<file path="src/verilog/lcs_pkg.sv">
/*
  Shared constants, the switch carrier type and the LED decode for the
  LED current switch sequencer.
  Assumes 8-bit register data and 6-bit register addresses.
*/
package lcs_pkg;
  // Register addresses
  localparam logic [5:0] ADDR_TEST_MODE   = 6'h01;
  localparam logic [5:0] ADDR_SOFT_RESET  = 6'h04;
  localparam logic [5:0] ADDR_EXT_PAGE    = 6'h24;
  localparam logic [5:0] ADDR_SEQ_RESET   = 6'h2f;

  // Data codes
  localparam logic [7:0] CODE_TEST_ENTER  = 8'ha3;
  localparam logic [7:0] CODE_TEST_EXIT   = 8'h23;
  localparam logic [7:0] CODE_BLANK_DIS   = 8'h1c;
  localparam logic [7:0] CODE_RESET       = 8'h00;

  // Reset values
  localparam logic [7:0] TEST_MODE_RST    = 8'h00;
  localparam logic [7:0] EXT_PAGE_RST     = 8'h00;
  localparam logic [7:0] DAC_ZERO         = 8'h00;
  localparam logic [1:0] SEQ_FIRST        = 2'h0;

  // LED selection codes
  localparam logic [1:0] LED_OFF          = 2'h0;
  localparam logic [1:0] LED_RED          = 2'h1;
  localparam logic [1:0] LED_GREEN        = 2'h2;
  localparam logic [1:0] LED_BLUE         = 2'h3;

  // Cycles the DAC is given to settle at zero and at the new value
  localparam logic [3:0] DAC_SETTLE_LAST  = 4'h7;

  typedef struct packed {
    logic [2:0] rgb;
    logic       shunt;
    logic [7:0] dac;
  } lcs_sw_t;

  localparam lcs_sw_t SW_RST = '{rgb: 3'h0, shunt: 1'b1, dac: 8'h00};

  // RGB matrix switch pattern, bit 0 red, bit 1 green, bit 2 blue
  function automatic logic [2:0] lcs_led_rgb(input logic [1:0] led);
    case (led)
      LED_RED:   lcs_led_rgb = 3'h1;
      LED_GREEN: lcs_led_rgb = 3'h2;
      LED_BLUE:  lcs_led_rgb = 3'h4;
      default:   lcs_led_rgb = 3'h0;
    endcase
  endfunction : lcs_led_rgb
endpackage : lcs_pkg

</file>
<file path="src/verilog/lcs_pwm.sv">
/*
  PWM timing for the LED drive: clock divider enable, period counter and
  duty compare.
  Assumes a clean synchronous restart from the owner whenever a new
  sequence state begins.
*/
`timescale 1ns/100ps
module lcs_pwm
  import lcs_pkg::*;
#(
  parameter int CW = 12
) (
  input  wire logic          clk,
  input  wire logic          rst,
  input  wire logic          restart,
  input  wire logic [3:0]    clk_div,
  input  wire logic [CW-1:0] period,
  input  wire logic [CW-1:0] duty,
  output logic               pwm_on,
  output logic               wrap
);
  logic [3:0]    div_q;
  logic [CW-1:0] cnt_q;
  logic          on_q;
  logic          tick;
  logic          at_end;

  assign tick   = (div_q == clk_div);
  assign at_end = tick && (cnt_q == period);
  assign pwm_on = on_q;
  assign wrap   = at_end;

  always_ff @(posedge clk) begin
    if (rst || restart) begin
      div_q <= 4'h0;
      cnt_q <= '0;
      on_q  <= 1'b0;
    end else begin
      div_q <= tick ? 4'h0 : div_q + 4'h1;
      if (tick) begin
        cnt_q <= at_end ? '0 : cnt_q + 1'b1;
      end
      on_q <= (cnt_q < duty);
    end
  end

  a_pwm_wrap_end: assert property (@(posedge clk) disable iff (rst)
    wrap |=> (cnt_q == '0))
    else $error("PWM count did not return to zero after the period");
endmodule : lcs_pwm

</file>
<file path="src/verilog/lcs_switch_seq.sv">
/*
  Switch and DAC sequencer: slew controlled state transitions through the
  shunt path and current steering for PWM pulsing.
  Assumes the owner holds change_req until ack and keeps new_led/new_dac
  stable while it is high.
*/
`timescale 1ns/100ps
module lcs_switch_seq
  import lcs_pkg::*;
(
  input  wire logic       clk,
  input  wire logic       rst,
  input  wire logic       blank_dis,
  input  wire logic       change_req,
  input  wire logic [1:0] new_led,
  input  wire logic [7:0] new_dac,
  input  wire logic       pwm_on,
  output logic            ack,
  output logic            busy,
  output lcs_sw_t         sw
);
  typedef enum logic [2:0] {SW_IDLE, SW_SHUNT, SW_OPEN, SW_ZERO, SW_LOAD,
                            SW_MAKE, SW_BREAK} lcs_sw_st_t;

  lcs_sw_st_t st_q, st_d;
  lcs_sw_t    sw_q, sw_d;
  logic [3:0] cnt_q, cnt_d;
  logic [1:0] led_q, led_d;
  logic [7:0] tgt_q, tgt_d;
  logic [2:0] led_rgb;
  logic       want_on;

  assign led_rgb = lcs_led_rgb(led_q);
  assign want_on = pwm_on && (led_q != LED_OFF);
  assign ack     = change_req && (st_q == SW_IDLE);
  assign busy    = (st_q != SW_IDLE);
  assign sw      = sw_q;

  // One switch action per clock keeps every overlap visible for a cycle
  always_comb begin
    st_d  = st_q;
    sw_d  = sw_q;
    cnt_d = cnt_q;
    led_d = led_q;
    tgt_d = tgt_q;
    case (st_q)
      SW_IDLE: begin
        if (change_req) begin
          led_d = new_led;
          tgt_d = new_dac;
          st_d  = blank_dis ? SW_MAKE : SW_SHUNT;
        end else if (want_on) begin
          if (sw_q.rgb != led_rgb) begin
            sw_d.rgb = led_rgb;
          end else begin
            sw_d.shunt = 1'b0;
          end
        end else begin
          if (!sw_q.shunt) begin
            sw_d.shunt = 1'b1;
          end else begin
            sw_d.rgb = 3'h0;
          end
        end
      end
      SW_SHUNT: begin
        sw_d.shunt = 1'b1;
        st_d       = SW_OPEN;
      end
      SW_OPEN: begin
        sw_d.rgb = 3'h0;
        sw_d.dac = DAC_ZERO;
        cnt_d    = 4'h0;
        st_d     = SW_ZERO;
      end
      SW_ZERO: begin
        cnt_d = cnt_q + 4'h1;
        if (cnt_q == DAC_SETTLE_LAST) begin
          sw_d.dac = tgt_q;
          cnt_d    = 4'h0;
          st_d     = SW_LOAD;
        end
      end
      SW_LOAD: begin
        cnt_d = cnt_q + 4'h1;
        // New LED closes, then the shunt opens, through the steering path
        if (cnt_q == DAC_SETTLE_LAST) begin
          st_d = SW_IDLE;
        end
      end
      SW_MAKE: begin
        sw_d.rgb   = sw_q.rgb | led_rgb;
        sw_d.shunt = sw_q.shunt | (led_q == LED_OFF);
        sw_d.dac   = tgt_q;
        st_d       = SW_BREAK;
      end
      SW_BREAK: begin
        sw_d.rgb = sw_q.rgb & led_rgb;
        st_d     = SW_IDLE;
      end
      default: begin
        st_d = SW_IDLE;
        sw_d = SW_RST;
      end
    endcase
  end

  always_ff @(posedge clk) begin
    if (rst) begin
      st_q  <= SW_IDLE;
      sw_q  <= SW_RST;
      cnt_q <= 4'h0;
      led_q <= LED_OFF;
      tgt_q <= DAC_ZERO;
    end else begin
      st_q  <= st_d;
      sw_q  <= sw_d;
      cnt_q <= cnt_d;
      led_q <= led_d;
      tgt_q <= tgt_d;
    end
  end

  a_path_always: assert property (@(posedge clk) disable iff (rst)
    sw_q.shunt || (sw_q.rgb != 3'h0))
    else $error("DAC current left with no conducting path");

  a_dac_dark: assert property (@(posedge clk) disable iff (rst)
    !$past(rst) && $changed(sw_q.dac) && !blank_dis |-> sw_q.shunt && (sw_q.rgb == 3'h0))
    else $error("DAC value changed while an LED was lit");

  a_zero_then_load: assert property (@(posedge clk) disable iff (rst)
    (st_q == SW_OPEN) |=> (sw_q.dac == DAC_ZERO) ##8 (sw_q.dac == $past(tgt_q, 1)))
    else $error("DAC not zeroed for the settle time before loading");

  a_break_after_make: assert property (@(posedge clk) disable iff (rst)
    !$past(rst) && $fell(sw_q.rgb != 3'h0) && (st_q == SW_IDLE) |-> $past(sw_q.shunt))
    else $error("LED switch opened before the shunt closed");

  a_one_step: assert property (@(posedge clk) disable iff (rst)
    !$past(rst) |-> !($changed(sw_q.shunt) && $changed(sw_q.rgb)))
    else $error("Shunt and matrix switches changed in the same clock");
endmodule : lcs_switch_seq

</file>
<file path="src/verilog/lcs_led_current_switch_sequencer.sv">
/*
  LED current switch sequencer top: register writes for the test
  configuration and the two recovery resets, pin synchronisers, sequence
  position, per-colour selection and the switch and PWM engines.
  Assumes a register port fed by the serial interface, one write per
  REG_WR pulse, and the analogue DAC and switches driven directly.
*/
// Summary of operation
// - 8-bit DAC with per-colour range select
// - PWM period and per-colour duty counts
// - Current and PWM set separately per colour
// - Timing from restart, line pulse, clock
// - State transition on LED or DAC change
// - Colour transitions at line start only
// - DAC goes to zero before new value; with blanking disabled SW_MAKE loads the new value directly
// - Shunt closes, old opens, new closes, shunt opens; with blanking disabled new closes, then old opens (SW_MAKE, SW_BREAK)
// - DAC changes only with LEDs dark; with blanking disabled by 0x1C it loads in SW_MAKE while an LED may be lit
// - 0xA3 to 0x01 enters test configuration
// - 0x1C to 0x24 forces red DAC value
// - 0x23 to 0x01 leaves test configuration
// - 0x00 to 0x04 resets whole device
// - 0x00 to 0x2F resets sequencer only
// - Steering: shunt closes before LED opens
// - Make before break keeps DAC path
// - Mono advances on enable period end
// - Restart with line pulse forces state 0
`timescale 1ns/100ps
module lcs_led_current_switch_sequencer
  import lcs_pkg::*;
#(
  parameter int CW = 12
) (
  input  wire logic          REF_CLK,
  input  wire logic          SYS_RST,
  input  wire logic          REG_WR,
  input  wire logic          REG_RD,
  input  wire logic [5:0]    REG_ADDR,
  input  wire logic [7:0]    REG_WDATA,
  output logic      [7:0]    REG_RDATA,
  input  wire logic          LINE_TRANSFER_PULSE,
  input  wire logic          SEQUENCE_RESTART_IN,
  input  wire logic          MONO_MODE,
  input  wire logic [1:0]    SEQ_LAST_STATE,
  input  wire logic [7:0]    STATE_LED_MAP,
  input  wire logic [7:0]    ENABLE_PERIODS,
  input  wire logic [7:0]    RED_DAC_SETTING,
  input  wire logic [7:0]    GREEN_DAC_SETTING,
  input  wire logic [7:0]    BLUE_DAC_SETTING,
  input  wire logic [5:0]    CURRENT_RANGE_SELECT,
  input  wire logic [3:0]    PWM_CLK_DIV,
  input  wire logic [CW-1:0] PWM_PERIOD_COUNT,
  input  wire logic [CW-1:0] RED_DUTY_COUNT,
  input  wire logic [CW-1:0] GREEN_DUTY_COUNT,
  input  wire logic [CW-1:0] BLUE_DUTY_COUNT,
  output logic      [7:0]    LED_CURRENT_DAC,
  output logic      [1:0]    DAC_RANGE,
  output logic      [2:0]    RGB_SWITCH,
  output logic               SHUNT_SWITCH,
  output logic      [1:0]    SEQ_STATE,
  output logic               BLANKING,
  output logic               TEST_CONFIG,
  output logic               BLANK_DISABLED
);
  // Pin synchronisers: bit 0 line pulse, bit 1 restart
  logic [1:0] pin_raw;
  logic [1:0] s1_q, s2_q, s3_q, pin_q;
  logic       line_q;

  assign pin_raw = {SEQUENCE_RESTART_IN, LINE_TRANSFER_PULSE};

  genvar gi;
  generate
    for (gi = 0; gi < 2; gi++) begin : g_sync
      always_ff @(posedge REF_CLK) begin
        if (SYS_RST) begin
          s1_q[gi]  <= 1'b0;
          s2_q[gi]  <= 1'b0;
          s3_q[gi]  <= 1'b0;
          pin_q[gi] <= 1'b0;
        end else begin
          s1_q[gi] <= pin_raw[gi];
          s2_q[gi] <= s1_q[gi];
          s3_q[gi] <= s2_q[gi];
          if (s2_q[gi] == s3_q[gi]) begin
            pin_q[gi] <= s3_q[gi];
          end
        end
      end
    end
  endgenerate

  // Register writes
  logic       soft_rst_q;
  logic       rst_all;
  logic       test_q;
  logic       blank_dis_q;
  logic [7:0] test_reg_q;
  logic [7:0] ext_q;
  logic       seq_rst_q;
  logic       seq_rst_all;
  logic       wr_test, wr_enter, wr_exit, wr_ext, wr_soft, wr_seq;
  logic       normal_wr;

  assign rst_all     = SYS_RST || soft_rst_q;
  assign seq_rst_all = rst_all || seq_rst_q;
  assign wr_test     = REG_WR && (REG_ADDR == ADDR_TEST_MODE);
  assign wr_enter    = wr_test && !test_q && (REG_WDATA == CODE_TEST_ENTER);
  assign wr_exit     = wr_test && test_q && (REG_WDATA == CODE_TEST_EXIT);
  // In test configuration every other write lands on the extended page
  assign wr_ext      = REG_WR && test_q && !wr_exit;
  assign normal_wr   = REG_WR && !test_q;
  assign wr_soft     = normal_wr && (REG_ADDR == ADDR_SOFT_RESET) &&
                       (REG_WDATA == CODE_RESET);
  assign wr_seq      = normal_wr && (REG_ADDR == ADDR_SEQ_RESET) &&
                       (REG_WDATA == CODE_RESET);

  always_ff @(posedge REF_CLK) begin
    if (SYS_RST) begin
      soft_rst_q <= 1'b0;
    end else begin
      soft_rst_q <= wr_soft;
    end
  end

  always_ff @(posedge REF_CLK) begin
    if (rst_all) begin
      test_q      <= 1'b0;
      test_reg_q  <= TEST_MODE_RST;
      ext_q       <= EXT_PAGE_RST;
      blank_dis_q <= 1'b0;
      seq_rst_q   <= 1'b0;
    end else begin
      seq_rst_q <= wr_seq;
      if (wr_enter) begin
        test_q     <= 1'b1;
        test_reg_q <= REG_WDATA;
      end else if (wr_exit) begin
        test_q     <= 1'b0;
        test_reg_q <= REG_WDATA;
      end else if (normal_wr && wr_test) begin
        test_reg_q <= REG_WDATA;
      end
      if (wr_ext) begin
        ext_q <= REG_WDATA;
      end
      // Stays until SYS_RST or the global soft reset; the sequencer reset keeps it
      if (wr_ext && (REG_WDATA == CODE_BLANK_DIS)) begin
        blank_dis_q <= 1'b1;
      end
    end
  end

  logic [7:0] rdata_q;
  logic [7:0] rd_sel;

  assign rd_sel = (REG_ADDR == ADDR_TEST_MODE) ? test_reg_q :
                  (REG_ADDR == ADDR_EXT_PAGE)  ? ext_q : 8'h00;

  always_ff @(posedge REF_CLK) begin
    if (rst_all) begin
      rdata_q <= 8'h00;
    end else if (REG_RD) begin
      rdata_q <= rd_sel;
    end
  end

  // Sequence position
  logic [1:0] idx_q;
  logic [7:0] wraps_q;
  logic       line_rise;
  logic       restart;
  logic       at_last;
  logic       mono_done;
  logic       advance;
  logic       pwm_wrap;
  logic       pwm_on;
  logic       sw_busy;
  logic       sw_ack;
  logic       pend_q;
  logic       restart_q;
  logic       restart_rise;

  assign line_rise = pin_q[0] && !line_q;
  assign restart   = pin_q[0] && pin_q[1];
  // A held restart must not queue a second, identical transition
  assign restart_rise = restart && !restart_q;
  assign at_last   = (idx_q == SEQ_LAST_STATE);
  assign mono_done = pwm_wrap && !sw_busy && (wraps_q == ENABLE_PERIODS - 8'h01);
  // Colour steps only at a line start; mono steps inside the line
  assign advance   = !at_last && (MONO_MODE ? mono_done : (line_rise && !pin_q[1]));

  always_ff @(posedge REF_CLK) begin
    if (seq_rst_all) begin
      line_q  <= 1'b0;
      idx_q   <= SEQ_FIRST;
      wraps_q <= 8'h00;
      pend_q  <= 1'b0;
      restart_q <= 1'b0;
    end else begin
      line_q <= pin_q[0];
      restart_q <= restart;
      if (restart) begin
        idx_q <= SEQ_FIRST;
      end else if (advance) begin
        idx_q <= idx_q + 2'h1;
      end
      if (restart || advance) begin
        wraps_q <= 8'h00;
      end else if (pwm_wrap && !sw_busy) begin
        wraps_q <= wraps_q + 8'h01;
      end
      // A new request wins over the acknowledge of the previous one
      pend_q <= (restart_rise || advance) || (pend_q && !sw_ack);
    end
  end

  // Per-colour selection
  logic [1:0]    cur_led;
  logic [7:0]    sel_dac;
  logic [7:0]    new_dac;
  logic [CW-1:0] sel_duty;
  lcs_sw_t       sw;

  assign cur_led  = STATE_LED_MAP[{idx_q, 1'b0} +: 2];
  assign sel_dac  = (cur_led == LED_RED)   ? RED_DAC_SETTING :
                    (cur_led == LED_GREEN) ? GREEN_DAC_SETTING :
                    (cur_led == LED_BLUE)  ? BLUE_DAC_SETTING : DAC_ZERO;
  assign new_dac  = blank_dis_q ? RED_DAC_SETTING : sel_dac;
  assign sel_duty = (cur_led == LED_RED)   ? RED_DUTY_COUNT :
                    (cur_led == LED_GREEN) ? GREEN_DUTY_COUNT :
                    (cur_led == LED_BLUE)  ? BLUE_DUTY_COUNT : '0;

  logic [1:0] range_q;

  always_ff @(posedge REF_CLK) begin
    if (rst_all) begin
      range_q <= 2'h0;
    end else if (cur_led != LED_OFF) begin
      range_q <= CURRENT_RANGE_SELECT[{cur_led - 2'h1, 1'b0} +: 2];
    end
  end

  lcs_pwm #(.CW(CW)) u_pwm (
    .clk     (REF_CLK),
    .rst     (seq_rst_all),
    .restart (sw_busy || pend_q),
    .clk_div (PWM_CLK_DIV),
    .period  (PWM_PERIOD_COUNT),
    .duty    (sel_duty),
    .pwm_on  (pwm_on),
    .wrap    (pwm_wrap)
  );

  lcs_switch_seq u_sw (
    .clk        (REF_CLK),
    .rst        (seq_rst_all),
    .blank_dis  (blank_dis_q),
    .change_req (pend_q),
    .new_led    (cur_led),
    .new_dac    (new_dac),
    .pwm_on     (pwm_on),
    .ack        (sw_ack),
    .busy       (sw_busy),
    .sw         (sw)
  );

  assign REG_RDATA       = rdata_q;
  assign LED_CURRENT_DAC = sw.dac;
  assign DAC_RANGE       = range_q;
  assign RGB_SWITCH      = sw.rgb;
  assign SHUNT_SWITCH    = sw.shunt;
  assign SEQ_STATE       = idx_q;
  assign BLANKING        = sw_busy;
  assign TEST_CONFIG     = test_q;
  assign BLANK_DISABLED  = blank_dis_q;

  a_test_enter: assert property (@(posedge REF_CLK) disable iff (rst_all)
    wr_enter |=> test_q && (test_reg_q == CODE_TEST_ENTER))
    else $error("Test configuration not entered");

  a_test_exit: assert property (@(posedge REF_CLK) disable iff (rst_all)
    wr_exit |=> !test_q ##1 !test_q || $past(wr_enter))
    else $error("Test configuration not left");

  a_blank_force: assert property (@(posedge REF_CLK) disable iff (rst_all)
    wr_ext && (REG_WDATA == CODE_BLANK_DIS) |=> blank_dis_q && (new_dac == RED_DAC_SETTING))
    else $error("Blanking disable code did not force the red DAC value");

  a_soft_reset: assert property (@(posedge REF_CLK) disable iff (SYS_RST)
    wr_soft |=> ##1 !blank_dis_q && (ext_q == EXT_PAGE_RST) && (idx_q == SEQ_FIRST))
    else $error("Global soft reset did not restore defaults");

  a_seq_reset: assert property (@(posedge REF_CLK) disable iff (rst_all)
    wr_seq |=> ##1 (idx_q == SEQ_FIRST) && $stable(ext_q) && $stable(blank_dis_q))
    else $error("Sequencer reset lost configuration or kept the state");

  a_restart_first: assert property (@(posedge REF_CLK) disable iff (seq_rst_all)
    restart |=> (idx_q == SEQ_FIRST))
    else $error("Restart with line pulse did not return to the first state");

  a_colour_hold: assert property (@(posedge REF_CLK) disable iff (seq_rst_all)
    !MONO_MODE && !line_rise && !restart |=> $stable(idx_q))
    else $error("Colour sequence moved without a line start");

  a_mono_step: assert property (@(posedge REF_CLK) disable iff (seq_rst_all)
    MONO_MODE && mono_done && !at_last && !restart |=> (idx_q == $past(idx_q) + 2'h1))
    else $error("Mono sequence did not step at the end of the enable period");
endmodule : lcs_led_current_switch_sequencer

</file>
<file path="config.mk">
export PLATFORM = sky130hd
export DESIGN_NAME = lcs_led_current_switch_sequencer
export DESIGN_NICKNAME = d
export VERILOG_FILES = /design/src/verilog/lcs_pkg.sv /design/src/verilog/lcs_pwm.sv /design/src/verilog/lcs_switch_seq.sv /design/src/verilog/lcs_led_current_switch_sequencer.sv
export SDC_FILE = /design/constraint.sdc
export NUM_CORES = 1
export LEC_CHECK = 0
export BUFFER_PORTS_ARGS = -buffer_cell sky130_fd_sc_hd__clkbuf_2
export CAP_MARGIN = 20
export CORE_MARGIN = 3
export CORE_UTILIZATION = 48
export DETAILED_ROUTE_END_ITERATION = 6
export PLACE_DENSITY = 0.85
export SLEW_MARGIN = 20
export SYNTH_ARGS = -nofsm -noshare
export SYNTH_HDL_FRONTEND = slang
export SYNTH_SLANG_ARGS = --single-unit
</file>
<file path="constraint.sdc">
create_clock -name REF_CLK -period 3.35 [get_ports REF_CLK]
set_input_delay 0.67 -clock REF_CLK [delete_from_list [all_inputs] [get_ports REF_CLK]]
set_output_delay 0.67 -clock REF_CLK [all_outputs]
set_load 0.05 [all_outputs]
</file>
== Yosys cells after proc, flatten, opt, wreduce, memory -nomap -nowiden ==
Index checks and enable logic that the tools add are counted.

* Flip-flop bits (word level): 97
* Latch bits: 0
* Memory bits (writable): 0
* ROM bits: 0
* Input port bits: 121
* Output and inout bits: 27
* Word-level logic and storage cells: 174
* Memories: 0

* Add/subtract/negate cells: 7
* $mul: 0
* Div/mod/pow operators: 0
* $lt $le $gt $ge: 1
* Eq/ne operators: 34
* Shift-type cells: 2
* Multiplexer cells: 33
* Bitwise operators: 6
* Reduce and logical (&&, ||, !) cells: 60

{| class="wikitable"
|+ Operator list
! cell !! count
|-
| two-way mux 8 bit || 10
|-
| two-way mux 12 bit || 4
|-
| logical AND 1 bit || 25
|-
| case mux 8 bit (3 select lines) || 1
|-
| two-way mux 3 bit || 6
|-
| case mux 3 bit (6 select lines) || 1
|-
| adder 12 x 1 -> 12 bit (second input constant) || 1
|-
| equality test 12 bit || 1
|-
| equality test 6 bit (second input constant) || 2
|-
| < comparator 12 bit || 1
|-
| two-way mux 4 bit || 3
|-
| case mux 3 bit (4 select lines) || 1
|-
| case mux 4 bit (3 select lines) || 1
|-
| equality test 3 bit (second input constant) || 3
|-
| case mux 3 bit (3 select lines) || 1
|-
| nonzero test 3 bit || 3
|-
| adder 4 x 1 -> 4 bit (second input constant) || 2
|-
| adder 8 x 1 -> 8 bit (second input constant) || 1
|-
| equality test 2 bit (second input constant) || 4
|-
| equality test 8 x 5 -> 1 bit (second input constant) || 1
|-
| equality test 8 x 6 -> 1 bit (second input constant) || 1
|-
| equality test 8 bit || 1
|-
| equality test 8 bit (second input constant) || 1
|-
| zero test 1 bit || 8
|-
| other kinds (36) || 60
|}

== Longest topological paths before layout ==
* Depth in word-level cells: 8
* Mapped depth: 16
* Depth with buffers taken out: 13

== Hierarchy ==
A second synthesis with hierarchy kept.

* Cells, all modules: 663
* Area, all modules: 5610.4 um^2

{| class="wikitable"
|+ Modules (own cells, without submodules)
! module !! times used !! cells an instance !! area each (um^2) !! sequential area each (um^2)
|-
| lcs_led_current_switch_sequencer || 1 || 339 || 2845.2 || 1021.0
|-
| lcs_switch_seq || 1 || 188 || 1521.5 || 580.6
|-
| lcs_pwm || 1 || 136 || 1243.7 || 340.3
|}

== Least setup slack after synthesis ==
OpenSTA, ideal clock, no wires.

* Path kind: register to register
* From: reg idx_q[0] (netlist: SEQ_STATE[0])
* To: reg u_pwm.on_q (netlist: u_pwm.pwm_on)
* Setup time: 74 ps
* Arrival: 3600 ps
* Data required time: 3276 ps
* Slack: -324 ps
* Stages on the path, launching flop included: 16
* Buffers on the path: 3
* Period minus slack after synthesis: 3674 ps
* Path through: dfxtp_1 -> clkbuf_1 -> mux4_2 -> inv_1 -> ha_1 -> buf_1 -> clkbuf_1 -> a22oi_1 -> nor2_1 -> a21oi_1 -> ha_1 -> a21o_1 -> a21o_1 -> a21oi_1 -> o211ai_1 -> a31oi_1

* Word-level cells in the longest chain between the ends: 6
* Elaborated cells between the ends (all ways): 8
* Classes of those cells: 1 x order compare; 3 x eq/ne; 1 x shift; 3 x mux

{| class="wikitable"
|+ Ends and longest elaborated chain
! element !! line !! source
|-
| from (decl) || lcs_led_current_switch_sequencer.sv:168 || <nowiki>logic [1:0] idx_q;</nowiki>
|-
| from (signal assigned) || lcs_led_current_switch_sequencer.sv:205 || <nowiki>idx_q <= idx_q + 2'h1;</nowiki>
|-
| variable part select 8 x 4 -> 2 bit * || lcs_led_current_switch_sequencer.sv:224 || <nowiki>assign cur_led = STATE_LED_MAP[{idx_q, 1'b0} +: 2];</nowiki>
|-
| net cur_led[0] || lcs_led_current_switch_sequencer.sv:218 || <nowiki>logic [1:0] cur_led;</nowiki>
|-
| equality test 2 bit || lcs_led_current_switch_sequencer.sv:231 || <nowiki>(cur_led == LED_BLUE) ? BLUE_DUTY_COUNT : '0;</nowiki>
|-
| two-way mux 12 bit || lcs_led_current_switch_sequencer.sv:231 ||
|-
| two-way mux 12 bit || lcs_led_current_switch_sequencer.sv:230 || <nowiki>(cur_led == LED_GREEN) ? GREEN_DUTY_COUNT :</nowiki>
|-
| two-way mux 12 bit * || lcs_led_current_switch_sequencer.sv:229 || <nowiki>assign sel_duty = (cur_led == LED_RED) ? RED_DUTY_COUNT :</nowiki>
|-
| < comparator 12 bit * || lcs_pwm.sv:43 || <nowiki>on_q <= (cnt_q < duty);</nowiki>
|-
| to (signal assigned) || lcs_pwm.sv:43 ||
|-
| to (decl) || lcs_pwm.sv:24 || <nowiki>logic on_q;</nowiki>
|}

The timed path passes the listed nets; every way through them passes the cells marked *.
A chain may end at the register's enable or synchronous reset.

== Final worst setup path ==
Ends and elaborated chain as after synthesis.

==> results.py <==
metrics = {
    "synth": {
        "synth-seq-cells": 97,
        "async_flop_share": 0,
        "yosys_warnings": 0,
        "synth.distinct_cells": 59,
        "yosys.area.top_type_share": 0.357,
        "synth_edf_count": 0,
        "synth_area_leaders": "dfxtp_1 (36%), nor2_1 (6.7%), ha_1 (6.0%)",
        "postSynthAreaPerCell_um2": 8.24,
        "syn_area_um2": 5440,
        "syn_inst": 660,
        "synth.largest_area_cell": "dfxtp_1",
        "synthFlopType": "dfxtp_1",
        "synth_seq_area_share": 0.357,
        "synth_nets": 807,
    },
    "drt": {
        "vias_per_cell": 5.54,
        "drtPass1Iterations": 5,
        "vias": 5218,
        "routed_wl_mm": 14.0,
        "wl_per_cell_um": 14.8,
        "route.detailed.drc": 0,
        "drt_iter0_markers": 330,
        "ant_nets": 0,
    },
    "clock_network": {
        "post_cts_buffers": 0,
        "insertion_delay_ns": 0.34,
        "root_buffer": "clkbuf_16",
        "cts_tree": "built",
        "htree_levels": 3,
        "cts_buffers": 9,
        "path_clk_slew_ns": 0.07,
        "numClockSinks": 97,
        "clock_path_buffers": 2,
        "ctsResizeCount": 0,
        "hold_buffers": 0,
    },
    "pwr": {
        "peakVddDrop_mv": 0.579,
        "p_leak_nw": 2.82,
        "p_total_w": 0.00266,
        "power_per_cell_area_nw_per_um2": 401,
    },
    "worst_setup_path": {
        "reg2reg_to": "u_pwm.pwm_on$_SDFF_PP0_",
        "reg2reg_setup_slack_ns": 0.31,
        "critPathMaxFanout": 19,
        "r2r-start": "SEQ_STATE[0]$_SDFFE_PP0P_",
        "cp-endpoint": "u_pwm.pwm_on$_SDFF_PP0_",
        "arrival_ns": 3.30,
        "reg2reg_depth": 13,
        "crit_path_end_kind": "flip-flop",
        "cp-startpoint": "SEQ_STATE[0]$_SDFFE_PP0P_",
        "critPathLaunchType": "flip-flop",
        "worst-endpoint-required_ns": 3.61,
        "worstSetupPathType": "flip-flop to flip-flop",
    },
    "worst_hold_path": {
        "min_path_type": "flip-flop to flip-flop",
        "hold-path-cell-count": 1,
    },
    "floorplanning": {
        "core_area_um2": 10900,
        "start_util": 0.497,
        "rows": 38,
        "fp.dieH_um": 112,
        "ios": 148,
        "die-area_um2": 12600,
        "fp.dieW_um": 112,
    },
    "final_layout": {
        "fin_util": 0.608,
        "drive_gt1_frac": 0.239,
        "stdcell_count": 942,
        "antennaDiodeCount": 0,
        "nets": 944,
        "syn2layout_area_growth_pct": 22.2,
    },
    "sta": {
        "final_hold_viol_count": 0,
        "setup_tns_ns": 0,
        "finClkSkew_ns": 0.00739,
        "worst_pin_slew_ns": 0.853,
        "period_minus_slack_ns": 3.04,
        "finalSetupViolCount": 0,
        "slew_headroom": 0.426,
        "rsz0062_at_grt": "no",
        "post-route-period-util": 0.906,
        "fmax_ghz": 0.329,
        "slew_violations": 0,
    },
    "global_route": {
        "antenna_found_initial": 0,
        "grt_first_pass_wirelength_mm": 23.2,
        "grt_pass1_vias": 4940,
        "grt_max_degree": 31,
        "grt-ovfl-total": 0,
        "grt_util_all_layers": 0.220,
    },
    "placed_design": {
        "dp_cells": 926,
        "dp_hpwl_mm": 10.7,
        "place.gp.congestion": 0.922,
        "port-buffer-count": 147,
    },
    "flow_run": {
        "drv_cap": 0,
    },
    "status": {
        "outcome": "completed",
    },
}
## metal layers
| layer | wire length, µm | GRT usage | share of wire |
|---|---|---|---|
| met5 | 0 | 0 | 0 |
| met4 | 352 | 0.0761 | 0.025 |
| met3 | 633 | 0.0491 | 0.045 |
| met2 | 6690 | 0.363 | 0.48 |
| met1 | 6290 | 0.285 | 0.45 |
## logic make-up (layout without fill, tap and decap cells)
| logic type | Yosys count | in the layout | synth area share |
|---|---|---|---|
| buffers and inverters | 53 | 195 | 0.0370 |
| AO/OA/AOI/OAI | 150 | 150 | 0.179 |
| multiplexers | 29 | 29 | 0.0584 |
| flip-flops | 97 | 97 | 0.357 |
| AND/OR/NAND/NOR | 262 | 262 | 0.240 |
| adder cells (fa/ha/maj) | 26 | 26 | 0.0598 |
| XOR/XNOR | 43 | 43 | 0.0692 |
## worst max-delay path, stage by stage, from the launching register on
cell	delay, ns
dfxtp_2	0.43
mux4_2	0.61
ha_1	0.25
nor2b_1	0.13
buf_4	0.19
a22oi_1	0.17
nor2_1	0.06
a21oi_1	0.12
ha_1	0.26
a21o_1	0.16
a21o_1	0.17
a21oi_1	0.16
o211ai_1	0.10
a31oi_1	0.16
## where the power goes
group | internal, W | switching [W] | leakage (nW)
clock network | 0.000602 | 0.000480 | 0.158
registers | 0.00118 | 0.0000208 | 0.786
logic | 0.000153 | 0.000232 | 1.88
## registers in the layout, indices dropped and copies added (netlist names), 3 cells and up
| name | count |
|---|---|
| REG_RDATA | 8 |
| ext_q | 8 |
| test_reg_q | 8 |
| u_pwm.cnt_q | 12 |
| u_pwm.div_q | 4 |
| u_sw.cnt_q | 4 |
| u_sw.st_q | 3 |
| u_sw.sw | 12 |
| u_sw.tgt_q | 8 |
| wraps_q | 8 |
## stage by stage
stage | cell area (µm²) | hold slack [ns] | setup slack [ns]
after floorplan | 5440 | 0.414 | 0.0110
after global placement | 6320 | 0.416 | 0.174
after detailed placement | 6320 | 0.425 | 0.0689
after CTS | 6650 | 0.448 | 0.319
after global routing | 6650 | 0.471 | 0.0516
final | 6650 | 0.444 | 0.314
## Yosys cell counts (19+ instances only)
library cell	instances
dfxtp_1	97
nor2_1	97
a21oi_1	50
nand2_1	47
clkbuf_1	28
a22oi_1	26
ha_1	26
mux2i_1	25
nand3_1	25
xor2_1	25
a211oi_1	19
o21ai_0	19
## cell usage in the layout, fill, tap and decap left out, types with 3 or more instances in the layout
| cell type | n |
|---|---|
| nor4b_1 | 4 |
| dfxtp_1 | 96 |
| nor2b_1 | 10 |
| mux2i_1 | 25 |
| inv_1 | 17 |
| ha_1 | 26 |
| a22oi_1 | 26 |
| o211ai_1 | 3 |
| a21o_1 | 3 |
| a21oi_1 | 50 |
| o31ai_1 | 3 |
| a31oi_1 | 7 |
| clkbuf_16 | 9 |
| a211oi_1 | 19 |
| clkbuf_2 | 147 |
| xnor2_1 | 18 |
| and3_1 | 8 |
| nand3b_1 | 4 |
| buf_4 | 14 |
| nand2_1 | 47 |
| or3_1 | 4 |
| nand4_1 | 7 |
| nor3_1 | 17 |
| or4b_2 | 3 |
| nand3_1 | 25 |
| xor2_1 | 25 |
| o21ai_0 | 19 |
| and4_1 | 3 |
| and2_1 | 5 |
| o221ai_1 | 3 |
| nor2_1 | 97 |
| nand2b_1 | 6 |
| nor4_1 | 9 |
## worst min-delay path by stage
stage,startpoint,endpoint,slack (ns)
2_1_floorplan,s1_q[0]$_SDFF_PP0_,s2_q[0]$_SDFF_PP0_,0.41
4_1_cts,s1_q[0]$_SDFF_PP0_,s2_q[0]$_SDFF_PP0_,0.45
6_report,s1_q[0]$_SDFF_PP0_,s2_q[0]$_SDFF_PP0_,0.44
3_3_place_gp,s1_q[0]$_SDFF_PP0_,s2_q[0]$_SDFF_PP0_,0.42
3_5_place_dp,s1_q[0]$_SDFF_PP0_,s2_q[0]$_SDFF_PP0_,0.43
5_1_grt,u_sw.sw[2]$_SDFFE_PP0P_,u_sw.sw[2]$_SDFFE_PP0P_,0.47
## final cells by class
type	instances	area, µm²
Clock buffer	9	225
Clock inverter	7	100
Fill cell	960	4290
Inverter	18	67.6
Multi-Input combinational cell	510	3300
Sequential cell	97	1940
Tap cell	140	175
Timing Repair Buffer	161	841
Note: power is estimated with default switching activity, not from simulation.
